--- src/bsvc_consts.svh ---
// offsets, field positions, reset values and figures of the strap capture block
`ifndef BSVC_CONSTS_SVH
`define BSVC_CONSTS_SVH

`define BSVC_ADDR_W        8
`define BSVC_OFF_STATUS    8'h00
`define BSVC_OFF_PCLK      8'h04
`define BSVC_OFF_SMBCTL    8'h08
`define BSVC_OFF_HALTCTL   8'h0C
`define BSVC_OFF_STATE     8'h10

`define BSVC_VEC_W         25
`define BSVC_F_REF         0
`define BSVC_F_CLK_LO      1
`define BSVC_F_CLK_HI      2
`define BSVC_F_EE_LO       3
`define BSVC_F_EE_HI       6
`define BSVC_F_SLOW        7
`define BSVC_F_MRG_LO      8
`define BSVC_F_MRG_HI      15
`define BSVC_F_HALT        16
`define BSVC_F_SA_LO       17
`define BSVC_F_SA_HI       20
`define BSVC_F_MD_LO       21
`define BSVC_F_MD_HI       24

`define BSVC_REF_LOW_MHZ   8'h64
`define BSVC_REF_HIGH_MHZ  8'h7D
`define BSVC_PRESC_FAST    8'h3F
`define BSVC_PRESC_SLOW    8'hFF
`define BSVC_RST_STATUS    25'h0000000
`define BSVC_RST_PCLK      2'h0
`define BSVC_RST_PRESC     8'h00

`define BSVC_RESP_OKAY     2'h0
`define BSVC_RESP_SLVERR   2'h2

`endif

--- src/bsvc_pkg.sv ---
// types of the strap capture block
package bsvc_pkg;

    typedef enum logic [2:0] {
        BSVC_FILL0 = 3'h0,
        BSVC_FILL1 = 3'h1,
        BSVC_TAKE  = 3'h3,
        BSVC_HALT  = 3'h2,
        BSVC_RUN   = 3'h6
    } bsvc_state_t;

endpackage

--- src/bsvc_sync.sv ---
// two-flop synchroniser for the strap pins
`timescale 1ns/1ns
module bsvc_sync #(
    parameter int WIDTH = 25
) (
    input  wire logic             core_clk_i,
    input  wire logic             nrst_i,
    input  wire logic [WIDTH-1:0] async_i,
    output logic      [WIDTH-1:0] sync_o
);
    logic [WIDTH-1:0] meta;
    logic [WIDTH-1:0] next_meta;
    logic [WIDTH-1:0] stage;
    logic [WIDTH-1:0] next_stage;

    genvar i;
    generate
        for (i = 0; i < WIDTH; i++) begin : g_bit
            always_comb begin
                next_meta[i]  = async_i[i];
                next_stage[i] = meta[i];
            end
            always_ff @(posedge core_clk_i or negedge nrst_i) begin
                if (!nrst_i) begin
                    meta[i]  <= 1'b0;
                    stage[i] <= 1'b0;
                end else begin
                    meta[i]  <= next_meta[i];
                    stage[i] <= next_stage[i];
                end
            end
        end
    endgenerate

    assign sync_o = stage;
endmodule // bsvc_sync

--- src/bsvc_top.sv ---
// strap vector capture with its register slave on axi4-lite
// Operation
// - every strap is captured as part of the fundamental reset sequence.
// - capture happens on the third clock edge after the global reset input is released.
// - strap changes after capture have no effect on the block.
// - the captured straps are readable in the strap capture status register.
// - further setup comes from an smbus master or the serial eeprom.
// - a fixed strap sets the assumed reference clock frequency.
// - the frequency strap selects 100 MHz or 125 MHz.
// - clocking strap seeds the port clocking register, software may overwrite.
// - bit 0 sets port 0 common clock, bit 1 all other ports.
// - four fixed straps give the upper eeprom smbus address bits.
// - slow strap seeds the smbus prescaler, software may overwrite it.
// - eight fixed merge straps merge each even/odd port pair.
// - captured hold strap keeps the device in reset with smbus active.
// - clearing the halt bit in switch control releases the device.
// - four fixed straps give the slave smbus address bits 5,3:1.
// - a four-bit fixed strap selects the switch operating mode.
//
// The AXI4-Lite interface to the registers and the register offsets were left to the implementer.
`include "bsvc_consts.svh"
`timescale 1ns/1ns
module bsvc_top (
    input  wire logic                     core_clk_i,
    input  wire logic                     nrst_i,
    input  wire logic                     ref_freq_select_strap_i,
    input  wire logic [1:0]               port_clocking_strap_i,
    input  wire logic [3:0]               eeprom_addr_strap_i,
    input  wire logic                     master_smbus_slow_strap_i,
    input  wire logic [7:0]               pair_merge_strap_i,
    input  wire logic                     reset_hold_strap_i,
    input  wire logic [3:0]               slave_smbus_addr_strap_i,
    input  wire logic [3:0]               switch_operating_strap_i,
    input  wire logic [`BSVC_ADDR_W-1:0]  s_axi_awaddr,
    input  wire logic                     s_axi_awvalid,
    output logic                          s_axi_awready,
    input  wire logic [31:0]              s_axi_wdata,
    input  wire logic [3:0]               s_axi_wstrb,
    input  wire logic                     s_axi_wvalid,
    output logic                          s_axi_wready,
    output logic [1:0]                    s_axi_bresp,
    output logic                          s_axi_bvalid,
    input  wire logic                     s_axi_bready,
    input  wire logic [`BSVC_ADDR_W-1:0]  s_axi_araddr,
    input  wire logic                     s_axi_arvalid,
    output logic                          s_axi_arready,
    output logic [31:0]                   s_axi_rdata,
    output logic [1:0]                    s_axi_rresp,
    output logic                          s_axi_rvalid,
    input  wire logic                     s_axi_rready,
    output logic [7:0]                    ref_freq_mhz_o,
    output logic                          port0_common_clk_o,
    output logic                          other_ports_common_clk_o,
    output logic [3:0]                    eeprom_addr_hi_o,
    output logic [7:0]                    smbus_prescale_o,
    output logic [7:0]                    pair_merged_o,
    output logic [3:0]                    slave_addr_bits_o,
    output logic [3:0]                    switch_mode_o,
    output logic                          device_hold_o,
    output logic                          smbus_if_en_o,
    output logic                          eeprom_load_start_o,
    output bsvc_pkg::bsvc_state_t         state_o
);
    import bsvc_pkg::*;

    localparam int VW = `BSVC_VEC_W;

    function automatic logic addr_known(input logic [`BSVC_ADDR_W-1:0] a);
        addr_known = (a == `BSVC_OFF_STATUS) || (a == `BSVC_OFF_PCLK) ||
                     (a == `BSVC_OFF_SMBCTL) || (a == `BSVC_OFF_HALTCTL) ||
                     (a == `BSVC_OFF_STATE);
    endfunction

    logic [VW-1:0] strap_raw;
    logic [VW-1:0] strap_sync;

    assign strap_raw = {switch_operating_strap_i, slave_smbus_addr_strap_i,
                        reset_hold_strap_i, pair_merge_strap_i,
                        master_smbus_slow_strap_i, eeprom_addr_strap_i,
                        port_clocking_strap_i, ref_freq_select_strap_i};

    bsvc_sync #(.WIDTH(VW)) u_sync (
        .core_clk_i (core_clk_i),
        .nrst_i     (nrst_i),
        .async_i    (strap_raw),
        .sync_o     (strap_sync)
    );

    // control and captured state
    bsvc_state_t   state;
    bsvc_state_t   next_state;
    logic [VW-1:0] status;
    logic [VW-1:0] next_status;
    logic [1:0]    pclk;
    logic [1:0]    next_pclk;
    logic [7:0]    presc;
    logic [7:0]    next_presc;
    logic          halt;
    logic          next_halt;
    logic          load;
    logic          next_load;

    // bus slave state
    logic                    aw_held;
    logic                    next_aw_held;
    logic [`BSVC_ADDR_W-1:0] aw_addr;
    logic [`BSVC_ADDR_W-1:0] next_aw_addr;
    logic                    w_held;
    logic                    next_w_held;
    logic [31:0]             w_data;
    logic [31:0]             next_w_data;
    logic [3:0]              w_strb;
    logic [3:0]              next_w_strb;
    logic                    bvalid;
    logic                    next_bvalid;
    logic [1:0]              bresp;
    logic [1:0]              next_bresp;
    logic                    rvalid;
    logic                    next_rvalid;
    logic [31:0]             rdata;
    logic [31:0]             next_rdata;
    logic [1:0]              rresp;
    logic [1:0]              next_rresp;
    logic                    wr_commit;

    assign s_axi_awready = !aw_held;
    assign s_axi_wready  = !w_held;
    assign s_axi_arready = !rvalid;
    assign wr_commit     = aw_held && w_held && !bvalid;

    always_comb begin
        next_aw_held = aw_held;
        next_aw_addr = aw_addr;
        next_w_held  = w_held;
        next_w_data  = w_data;
        next_w_strb  = w_strb;
        next_bvalid  = bvalid;
        next_bresp   = bresp;
        next_rvalid  = rvalid;
        next_rdata   = rdata;
        next_rresp   = rresp;
        if (s_axi_awvalid && !aw_held) begin
            next_aw_held = 1'b1;
            next_aw_addr = s_axi_awaddr;
        end
        if (s_axi_wvalid && !w_held) begin
            next_w_held = 1'b1;
            next_w_data = s_axi_wdata;
            next_w_strb = s_axi_wstrb;
        end
        if (bvalid && s_axi_bready) begin
            next_bvalid = 1'b0;
        end
        if (wr_commit) begin
            next_aw_held = 1'b0;
            next_w_held  = 1'b0;
            next_bvalid  = 1'b1;
            next_bresp   = addr_known(aw_addr) ? `BSVC_RESP_OKAY : `BSVC_RESP_SLVERR;
        end
        if (rvalid && s_axi_rready) begin
            next_rvalid = 1'b0;
        end
        if (s_axi_arvalid && !rvalid) begin
            next_rvalid = 1'b1;
            next_rresp  = addr_known(s_axi_araddr) ? `BSVC_RESP_OKAY : `BSVC_RESP_SLVERR;
            case (s_axi_araddr)
                `BSVC_OFF_STATUS: next_rdata = {7'h00, status};
                `BSVC_OFF_PCLK:   next_rdata = {30'h0, pclk};
                `BSVC_OFF_SMBCTL: next_rdata = {24'h0, presc};
                `BSVC_OFF_HALTCTL: next_rdata = {31'h0, halt};
                `BSVC_OFF_STATE:  next_rdata = {29'h0, state};
                default:          next_rdata = 32'h0;
            endcase
        end
    end

    always_comb begin
        next_state  = state;
        next_status = status;
        next_pclk   = pclk;
        next_presc  = presc;
        next_halt   = halt;
        next_load   = 1'b0;
        // software overrides the writable copies only; the status copy has no write path
        if (wr_commit && w_strb[0]) begin
            case (aw_addr)
                `BSVC_OFF_PCLK:   next_pclk  = w_data[1:0];
                `BSVC_OFF_SMBCTL: next_presc = w_data[7:0];
                `BSVC_OFF_HALTCTL: next_halt = halt & w_data[0];
                default:          next_halt  = halt;
            endcase
        end
        case (state)
            BSVC_FILL0: begin
                next_state = BSVC_FILL1;
            end
            BSVC_FILL1: begin
                next_state = BSVC_TAKE;
            end
            BSVC_TAKE: begin
                // capture wins over any write landing in the same cycle
                next_status = strap_sync;
                next_pclk   = strap_sync[`BSVC_F_CLK_HI:`BSVC_F_CLK_LO];
                next_presc  = strap_sync[`BSVC_F_SLOW] ? `BSVC_PRESC_SLOW
                                                       : `BSVC_PRESC_FAST;
                next_halt   = strap_sync[`BSVC_F_HALT];
                next_load   = 1'b1;
                next_state  = strap_sync[`BSVC_F_HALT] ? BSVC_HALT : BSVC_RUN;
            end
            BSVC_HALT: begin
                if (!halt) begin
                    next_state = BSVC_RUN;
                end
            end
            BSVC_RUN: begin
                next_state = BSVC_RUN;
            end
            default: begin
                next_state = BSVC_FILL0;
            end
        endcase
    end

    always_ff @(posedge core_clk_i or negedge nrst_i) begin
        if (!nrst_i) begin
            state  <= BSVC_FILL0;
            status <= `BSVC_RST_STATUS;
            pclk   <= `BSVC_RST_PCLK;
            presc  <= `BSVC_RST_PRESC;
            halt   <= 1'b0;
            load   <= 1'b0;
        end else begin
            state  <= next_state;
            status <= next_status;
            pclk   <= next_pclk;
            presc  <= next_presc;
            halt   <= next_halt;
            load   <= next_load;
        end
    end

    always_ff @(posedge core_clk_i or negedge nrst_i) begin
        if (!nrst_i) begin
            aw_held <= 1'b0;
            aw_addr <= 8'h00;
            w_held  <= 1'b0;
            w_data  <= 32'h0;
            w_strb  <= 4'h0;
            bvalid  <= 1'b0;
            bresp   <= `BSVC_RESP_OKAY;
            rvalid  <= 1'b0;
            rdata   <= 32'h0;
            rresp   <= `BSVC_RESP_OKAY;
        end else begin
            aw_held <= next_aw_held;
            aw_addr <= next_aw_addr;
            w_held  <= next_w_held;
            w_data  <= next_w_data;
            w_strb  <= next_w_strb;
            bvalid  <= next_bvalid;
            bresp   <= next_bresp;
            rvalid  <= next_rvalid;
            rdata   <= next_rdata;
            rresp   <= next_rresp;
        end
    end

    assign s_axi_bvalid = bvalid;
    assign s_axi_bresp  = bresp;
    assign s_axi_rvalid = rvalid;
    assign s_axi_rdata  = rdata;
    assign s_axi_rresp  = rresp;

    // fixed settings come straight from the captured copy
    assign ref_freq_mhz_o = status[`BSVC_F_REF] ? `BSVC_REF_HIGH_MHZ
                                                : `BSVC_REF_LOW_MHZ;
    assign port0_common_clk_o       = pclk[0];
    assign other_ports_common_clk_o = pclk[1];
    assign eeprom_addr_hi_o  = status[`BSVC_F_EE_HI:`BSVC_F_EE_LO];
    assign smbus_prescale_o  = presc;
    assign pair_merged_o     = status[`BSVC_F_MRG_HI:`BSVC_F_MRG_LO];
    assign slave_addr_bits_o = status[`BSVC_F_SA_HI:`BSVC_F_SA_LO];
    assign switch_mode_o     = status[`BSVC_F_MD_HI:`BSVC_F_MD_LO];
    assign device_hold_o     = (state != BSVC_RUN);
    assign smbus_if_en_o     = (state == BSVC_HALT) || (state == BSVC_RUN);
    assign eeprom_load_start_o = load;
    assign state_o           = state;
endmodule // bsvc_top

--- config.mk ---
export PLATFORM = sky130hd
export DESIGN_NAME = bsvc_top
export DESIGN_NICKNAME = d
export VERILOG_FILES = /design/src/bsvc_pkg.sv /design/src/bsvc_sync.sv /design/src/bsvc_top.sv
export VERILOG_INCLUDE_DIRS = /design/src /design/src/src
export SDC_FILE = /design/constraint.sdc
export NUM_CORES = 1
export LEC_CHECK = 0
export BUFFER_PORTS_ARGS = -buffer_cell sky130_fd_sc_hd__buf_2
export CORE_ASPECT_RATIO = 1.4
export CORE_MARGIN = 2
export CORE_UTILIZATION = 45
export DETAILED_ROUTE_END_ITERATION = 6
export GPL_TIMING_DRIVEN = 0
export PLACE_DENSITY = 0.75
export SETUP_SLACK_MARGIN = 0.5
export SYNTH_ARGS = -nofsm -noshare
export SYNTH_HDL_FRONTEND = slang
export SYNTH_SLANG_ARGS = --single-unit
--- constraint.sdc ---
create_clock -name core_clk_i -period 2.35 [get_ports core_clk_i]
set_clock_uncertainty 0.2 [all_clocks]
set_input_delay 0.47 -clock core_clk_i [delete_from_list [all_inputs] [get_ports core_clk_i]]
set_output_delay 0.47 -clock core_clk_i [all_outputs]
set_load 0.01 [all_outputs]
## After elaboration in Yosys (flattened, before gate mapping)

Cells that the tools add are included.

| word-level totals | value |
|---|---|
| output and inout port bits | 85 |
| register bits | 147 |
| bits in latches | 0 |
| bits in read-only memories | 0 |
| bits in writable memories | 0 |
| logic and storage cells | 142 |
| memories kept | 0 |

| cells by class | value |
|---|---|
| reduce and logical (&&, ||, !) cells | 35 |
| muxes and demuxes | 26 |
| order comparisons | 0 |
| divide/modulo/power cells | 0 |
| add/sub/neg operators | 0 |
| multipliers | 0 |
| bitwise operators | 1 |
| eq/ne operators | 14 |
| shift operators | 0 |

Operators by type and width:

| operator | count |
|---|---|
| one-hot mux 25 bit (5 select lines) | 1 |
| equality test 8 x 4 -> 1 bit, second input constant | 4 |
| two-way mux 8 bit | 4 |
| equality test 8 x 3 -> 1 bit, second input constant | 2 |
| equality test 8 x 5 -> 1 bit, second input constant | 2 |
| logical NOT 8 bit | 2 |
| nonzero test 2 bit | 8 |
| one-hot mux 3 bit (5 select lines) | 1 |
| two-way mux 1 bit | 12 |
| two-way mux 2 bit | 5 |
| logical OR 1 bit | 9 |
| logical AND 1 bit | 8 |
| equality test 3 x 2 -> 1 bit, second input constant | 2 |
| two-way mux 3 bit | 2 |
| AND reduction 2 bit | 3 |
| two-way mux 5 bit | 1 |
| logical NOT 1 bit | 4 |
| equality test 3 x 1 -> 1 bit, second input constant | 1 |
| equality test 3 bit, second input constant | 1 |
| logical NOT 3 bit | 1 |
| inequality test 3 bit, second input constant | 1 |
| inequality test 2 bit, second input constant | 1 |
| AND 1 bit | 1 |

## Logic depth before layout (Yosys ltp)

| logic depth | value |
|---|---|
| depth after elaboration | 6 |
| gate-level depth with buffers | 6 |
| depth with buffers taken out | 5 |

## By module

From an unflattened synthesis, not the netlist that was laid out.

| second synthesis, totals | value |
|---|---|
| cells, all modules | 405 |
| area, all modules | 5109.9 um2 |

By module, submodules not included:

| module | cells each | area each (um2) | sequential area each (um2) | instances |
|---|---|---|---|---|
| bsvc_top | 355 | 3858.7 | 2202.1 | 1 |
| bsvc_sync | 50 | 1251.2 | 1251.2 | 1 |

## Least setup slack after synthesis

Ideal clock, no wire load.

| timing path | value |
|---|---|
| kind | register to register |
| start | reg aw_addr[0] |
| end | reg presc[0], in the netlist smbus_prescale_o[0] |
| setup slack | 0.169 ns |
| data arrival time | 1.845 ns |
| buffers on the path | 0 |
| library setup time | 0.136 ns |
| stages on the path, launching flop included | 5 |
| data required time | 2.014 ns |
| cells stage by stage | dfrtp_1 > or4_4 > or4_4 > nor3b_4 > a21oi_1 |

| between the ends | value |
|---|---|
| word-level cells in the longest chain between the ends | 3 |

Ends and longest elaborated chain:

| element | RTL line | RTL |
|---|---|---|
| from (decl) | bsvc_top.sv:106 | `` logic [`BSVC_ADDR_W-1:0] aw_addr; `` |
| from (signal assigned) | bsvc_top.sv:256 | `aw_addr <= next_aw_addr;` |
| equality test 8 x 4 -> 1 bit | bsvc_top.sv:186 | `case (aw_addr)` |
| nonzero test 2 bit (no source line) | n/a |  |
| AND reduction 2 bit (no source line) | n/a |  |
| to (signal assigned) | bsvc_top.sv:229 | `` presc <= `BSVC_RST_PRESC; `` |
| to (signal assigned) | bsvc_top.sv:236 | `presc <= next_presc;` |
| to (decl) | bsvc_top.sv:96 | `logic [7:0] presc;` |

Every way passes these cells.
A chain may end at the register's enable or synchronous reset.

## Worst setup path after layout

| timing path | value |
|---|---|
| start | reg aw_addr[0] |
| end | reg presc[7], in the netlist smbus_prescale_o[7] |

The elaborated chain is that of the path after synthesis.

==> summary.md <==
| Metric | Value |
|---|---|
| Status | complete, no violations |
| Mapped Area | 0.00522 mm2 |
| DRT iter0 DRCs | 224 |
| Hold Path Class | primary input to flip-flop |
| Latest clock arrival within the worst-skew pair | 400 ps |
| Yosys cell types | 33 |
| Layout Nets | 730 |
| Setup Total Neg Slack | 0 ps |
| DR WL/cell | 14.2 um |
| Antenna violations before repair | 0 |
| Yosys reg bits | 138 |
| Synth-to-Final Area Change | 36.4% |
| Final Cell Area | 0.00712 mm2 |
| Final setup violation count | 0 |
| FF-to-FF Start | aw_addr[0] |
| Critical Path Fanout Max | 5 |
| CTS root buf | clkbuf_16 |
| Maxcap violations | 0 |
| First-pass GRT wire length | 18,300 um |
| RSZ-0062 raised after global routing | true |
| Pins over their slew limit | 0 |
| Max clock buf depth | 2 |
| Hold Vio Cnt, Final | 0 |
| Seq/Total Area, Yosys | 0.662 |
| Largest cells by area after synthesis | dfrtp_1 (66%), nand2_1 (8.4%), buf_4 (5.3%), mux2_2 (3.7%), mux2i_1 (2.5%) |
| Largest net degree at the start of global routing | 102 |
| Detail Route Antenna Nets | 0 |
| Post-Synthesis Cells | 450 |
| Final wirelength | 11,400 um |
| Site row count | 46 |
| Core area | 0.0113 mm2 |
| Post-synth EDFFs | 0 |
| Routability cong. | 0.822 |
| Routed vias | 3,742 |
| Clock transition at path regs | 60 ps |
| CTS tree | yes |
| CP Class | flip-flop to flip-flop |
| Vias in the first global route | 3,846 |
| Top-count cell post-synth | dfrtp_1 |
| Actual slew at the worst max-slew pin | 564 ps |
| Overflow after GRT | 0 |
| TritonCTS buffer count | 17 |
| Min Tclk post-route | 2190 ps |
| Hold Slack | 37.9 ps |
| Fmax | 456 MHz |
| Drt pass-1 iters | 5 |
| Worst VDD drop | 0.721 mV |
| Yosys warning total | 0 |
| Via/cell ratio | 4.67 |
| Slew headroom | 0.624 |
| CP Data Required Time | 2420 ps |
| Port bufs | 126 |
| Worst Setup SP | aw_addr[0] |
| Crit path DAT | 2270 ps |
| Share of cells above drive strength 1 | 0.374 |
| Post-synth top flop | dfrtp_1 |
| Initial core utilization | 0.460 |
| N_diodes | 0 |
| I/O Pins | 169 |
| Synth top cells by count | dfrtp_1 (138), nand2_1 (117), buf_4 (37), o21ai_0 (22), clkbuf_1 (20) |
| H-tree levels | 4 |
| Leading area contributor after synthesis | dfrtp_1 |
| Syn Area/Cell | 11.6 um2 |
| Die W | 95.0 um |
| Die height | 131 um |
| Remaining DRCs | 0 |
| Crit path capture type | flip-flop |
| Pwr/cell area | 899 mW/mm2 |
| Async SR Flop Fraction | 1.00 |
| Dpl hpwl | 7970 um |
| Worst hold path startpoint | s_axi_bready |
| Synth top area share | 0.662 |
| Clock Sink Count | 138 |
| GR Util All Layers | 0.190 |
| CP Launch Type | flip-flop |
| Lkg Pwr | 0.00351 uW |
| Util after Layout | 0.628 |
| Die area | 0.0125 mm2 |
| Placed cell area | 0.00612 mm2 |
| Final clock period utilization by the worst path | 0.933 |
what timing repair did:
action,4_1_cts,5_1_grt
setup endpoints to repair,25,32
pin swaps,1,0
resized for setup,15,10
endpoints found under the hold margin,62,0
buffers inserted,8,4
hold buffers,26,0
power by group:
group	internal, uW	switching (uW)	leakage (uW)
Sequential	2670	237	0.00164
Combinational	514	445	0.00159
Clock	1580	956	0.000278
Total	4760	1640	0.00351
worst max-delay path, stage by stage, from the launching register on:
cell	delay, ps
dfrtp_1	370
or4_4	550
or4_4	480
nor3b_4	230
buf_6	160
a21oi_1	70
path summary, 6_finish.rpt:
kind / end / slack, ps / cells after the start
hold / removal: s_axi_bvalid / 40 / 2
setup / recovery: smbus_prescale_o[7] / 160 / 5
setup reg to reg: smbus_prescale_o[7] / 160 / 5
max in group asynchronous: state_o[0] / 820 / 3
hold reg to reg: u_sync.sync_o[22] / 140 / 0
min in group asynchronous: eeprom_load_start_o / 330 / 2
cell families after synthesis:
group	share of synthesized area
AOI/OAI and AO/OA	0.0621
buffers and inverters	0.0720
DFF	0.662
muxes	0.0616
other	0.00144
and+or+nand+nor	0.141
cell usage in the layout, fill, tap and decap left out, types with 13 or more instances in the layout:
master and instances:
conb_1 14, dlygate4sd3_1 26, buf_2 126, mux2i_1 13
clkbuf_1 14, nand2_1 117, mux2_2 17, clkbuf_16 17
dfrtp_1 137, buf_4 48
cell type report:
| cell class | count | area, um2 |
|---|---|---|
| sequential | 138 | 3450 |
| tap | 144 | 180 |
| clock inverter | 12 | 126 |
| clock buffer | 19 | 443 |
| buffer | 57 | 373 |
| multi-input combinational | 261 | 1500 |
| inverter | 6 | 22.5 |
| timing repair buffer | 165 | 1020 |
| fill | 895 | 4220 |
per-stage QoR:
| stage | setup slack [ps] | power, uW | cells |
|---|---|---|---|
| after floorplan | 250 | 3420 | 462 |
| after global placement | -1060 | 3700 | 732 |
| after detailed placement | 75.2 | 3760 | 733 |
| after CTS | 180 | 6380 | 798 |
| after global routing | 83.1 | 6680 | 802 |
| final | 157 | 6400 | 802 |
state kept, by name (all words and copies together) (netlist names), 2 cells and up, named ones only:
name / cells
smbus_prescale_o: 8
status: 25
u_sync.meta: 25
w_data: 8
state_o: 2
u_sync.sync_o: 25
aw_addr: 8
s_axi_rdata: 25
pclk: 2
metal layers:
layer | vias up | track usage | part of all wire
met4 | 0 | 0.0709 | 0.021
li1 | 1818 | - | -
met2 | 124 | 0.326 | 0.52
met3 | 15 | 0.0528 | 0.057
met5 | - | 0 | 0
met1 | 1785 | 0.224 | 0.40
Power figures use the tool's default switching activity.
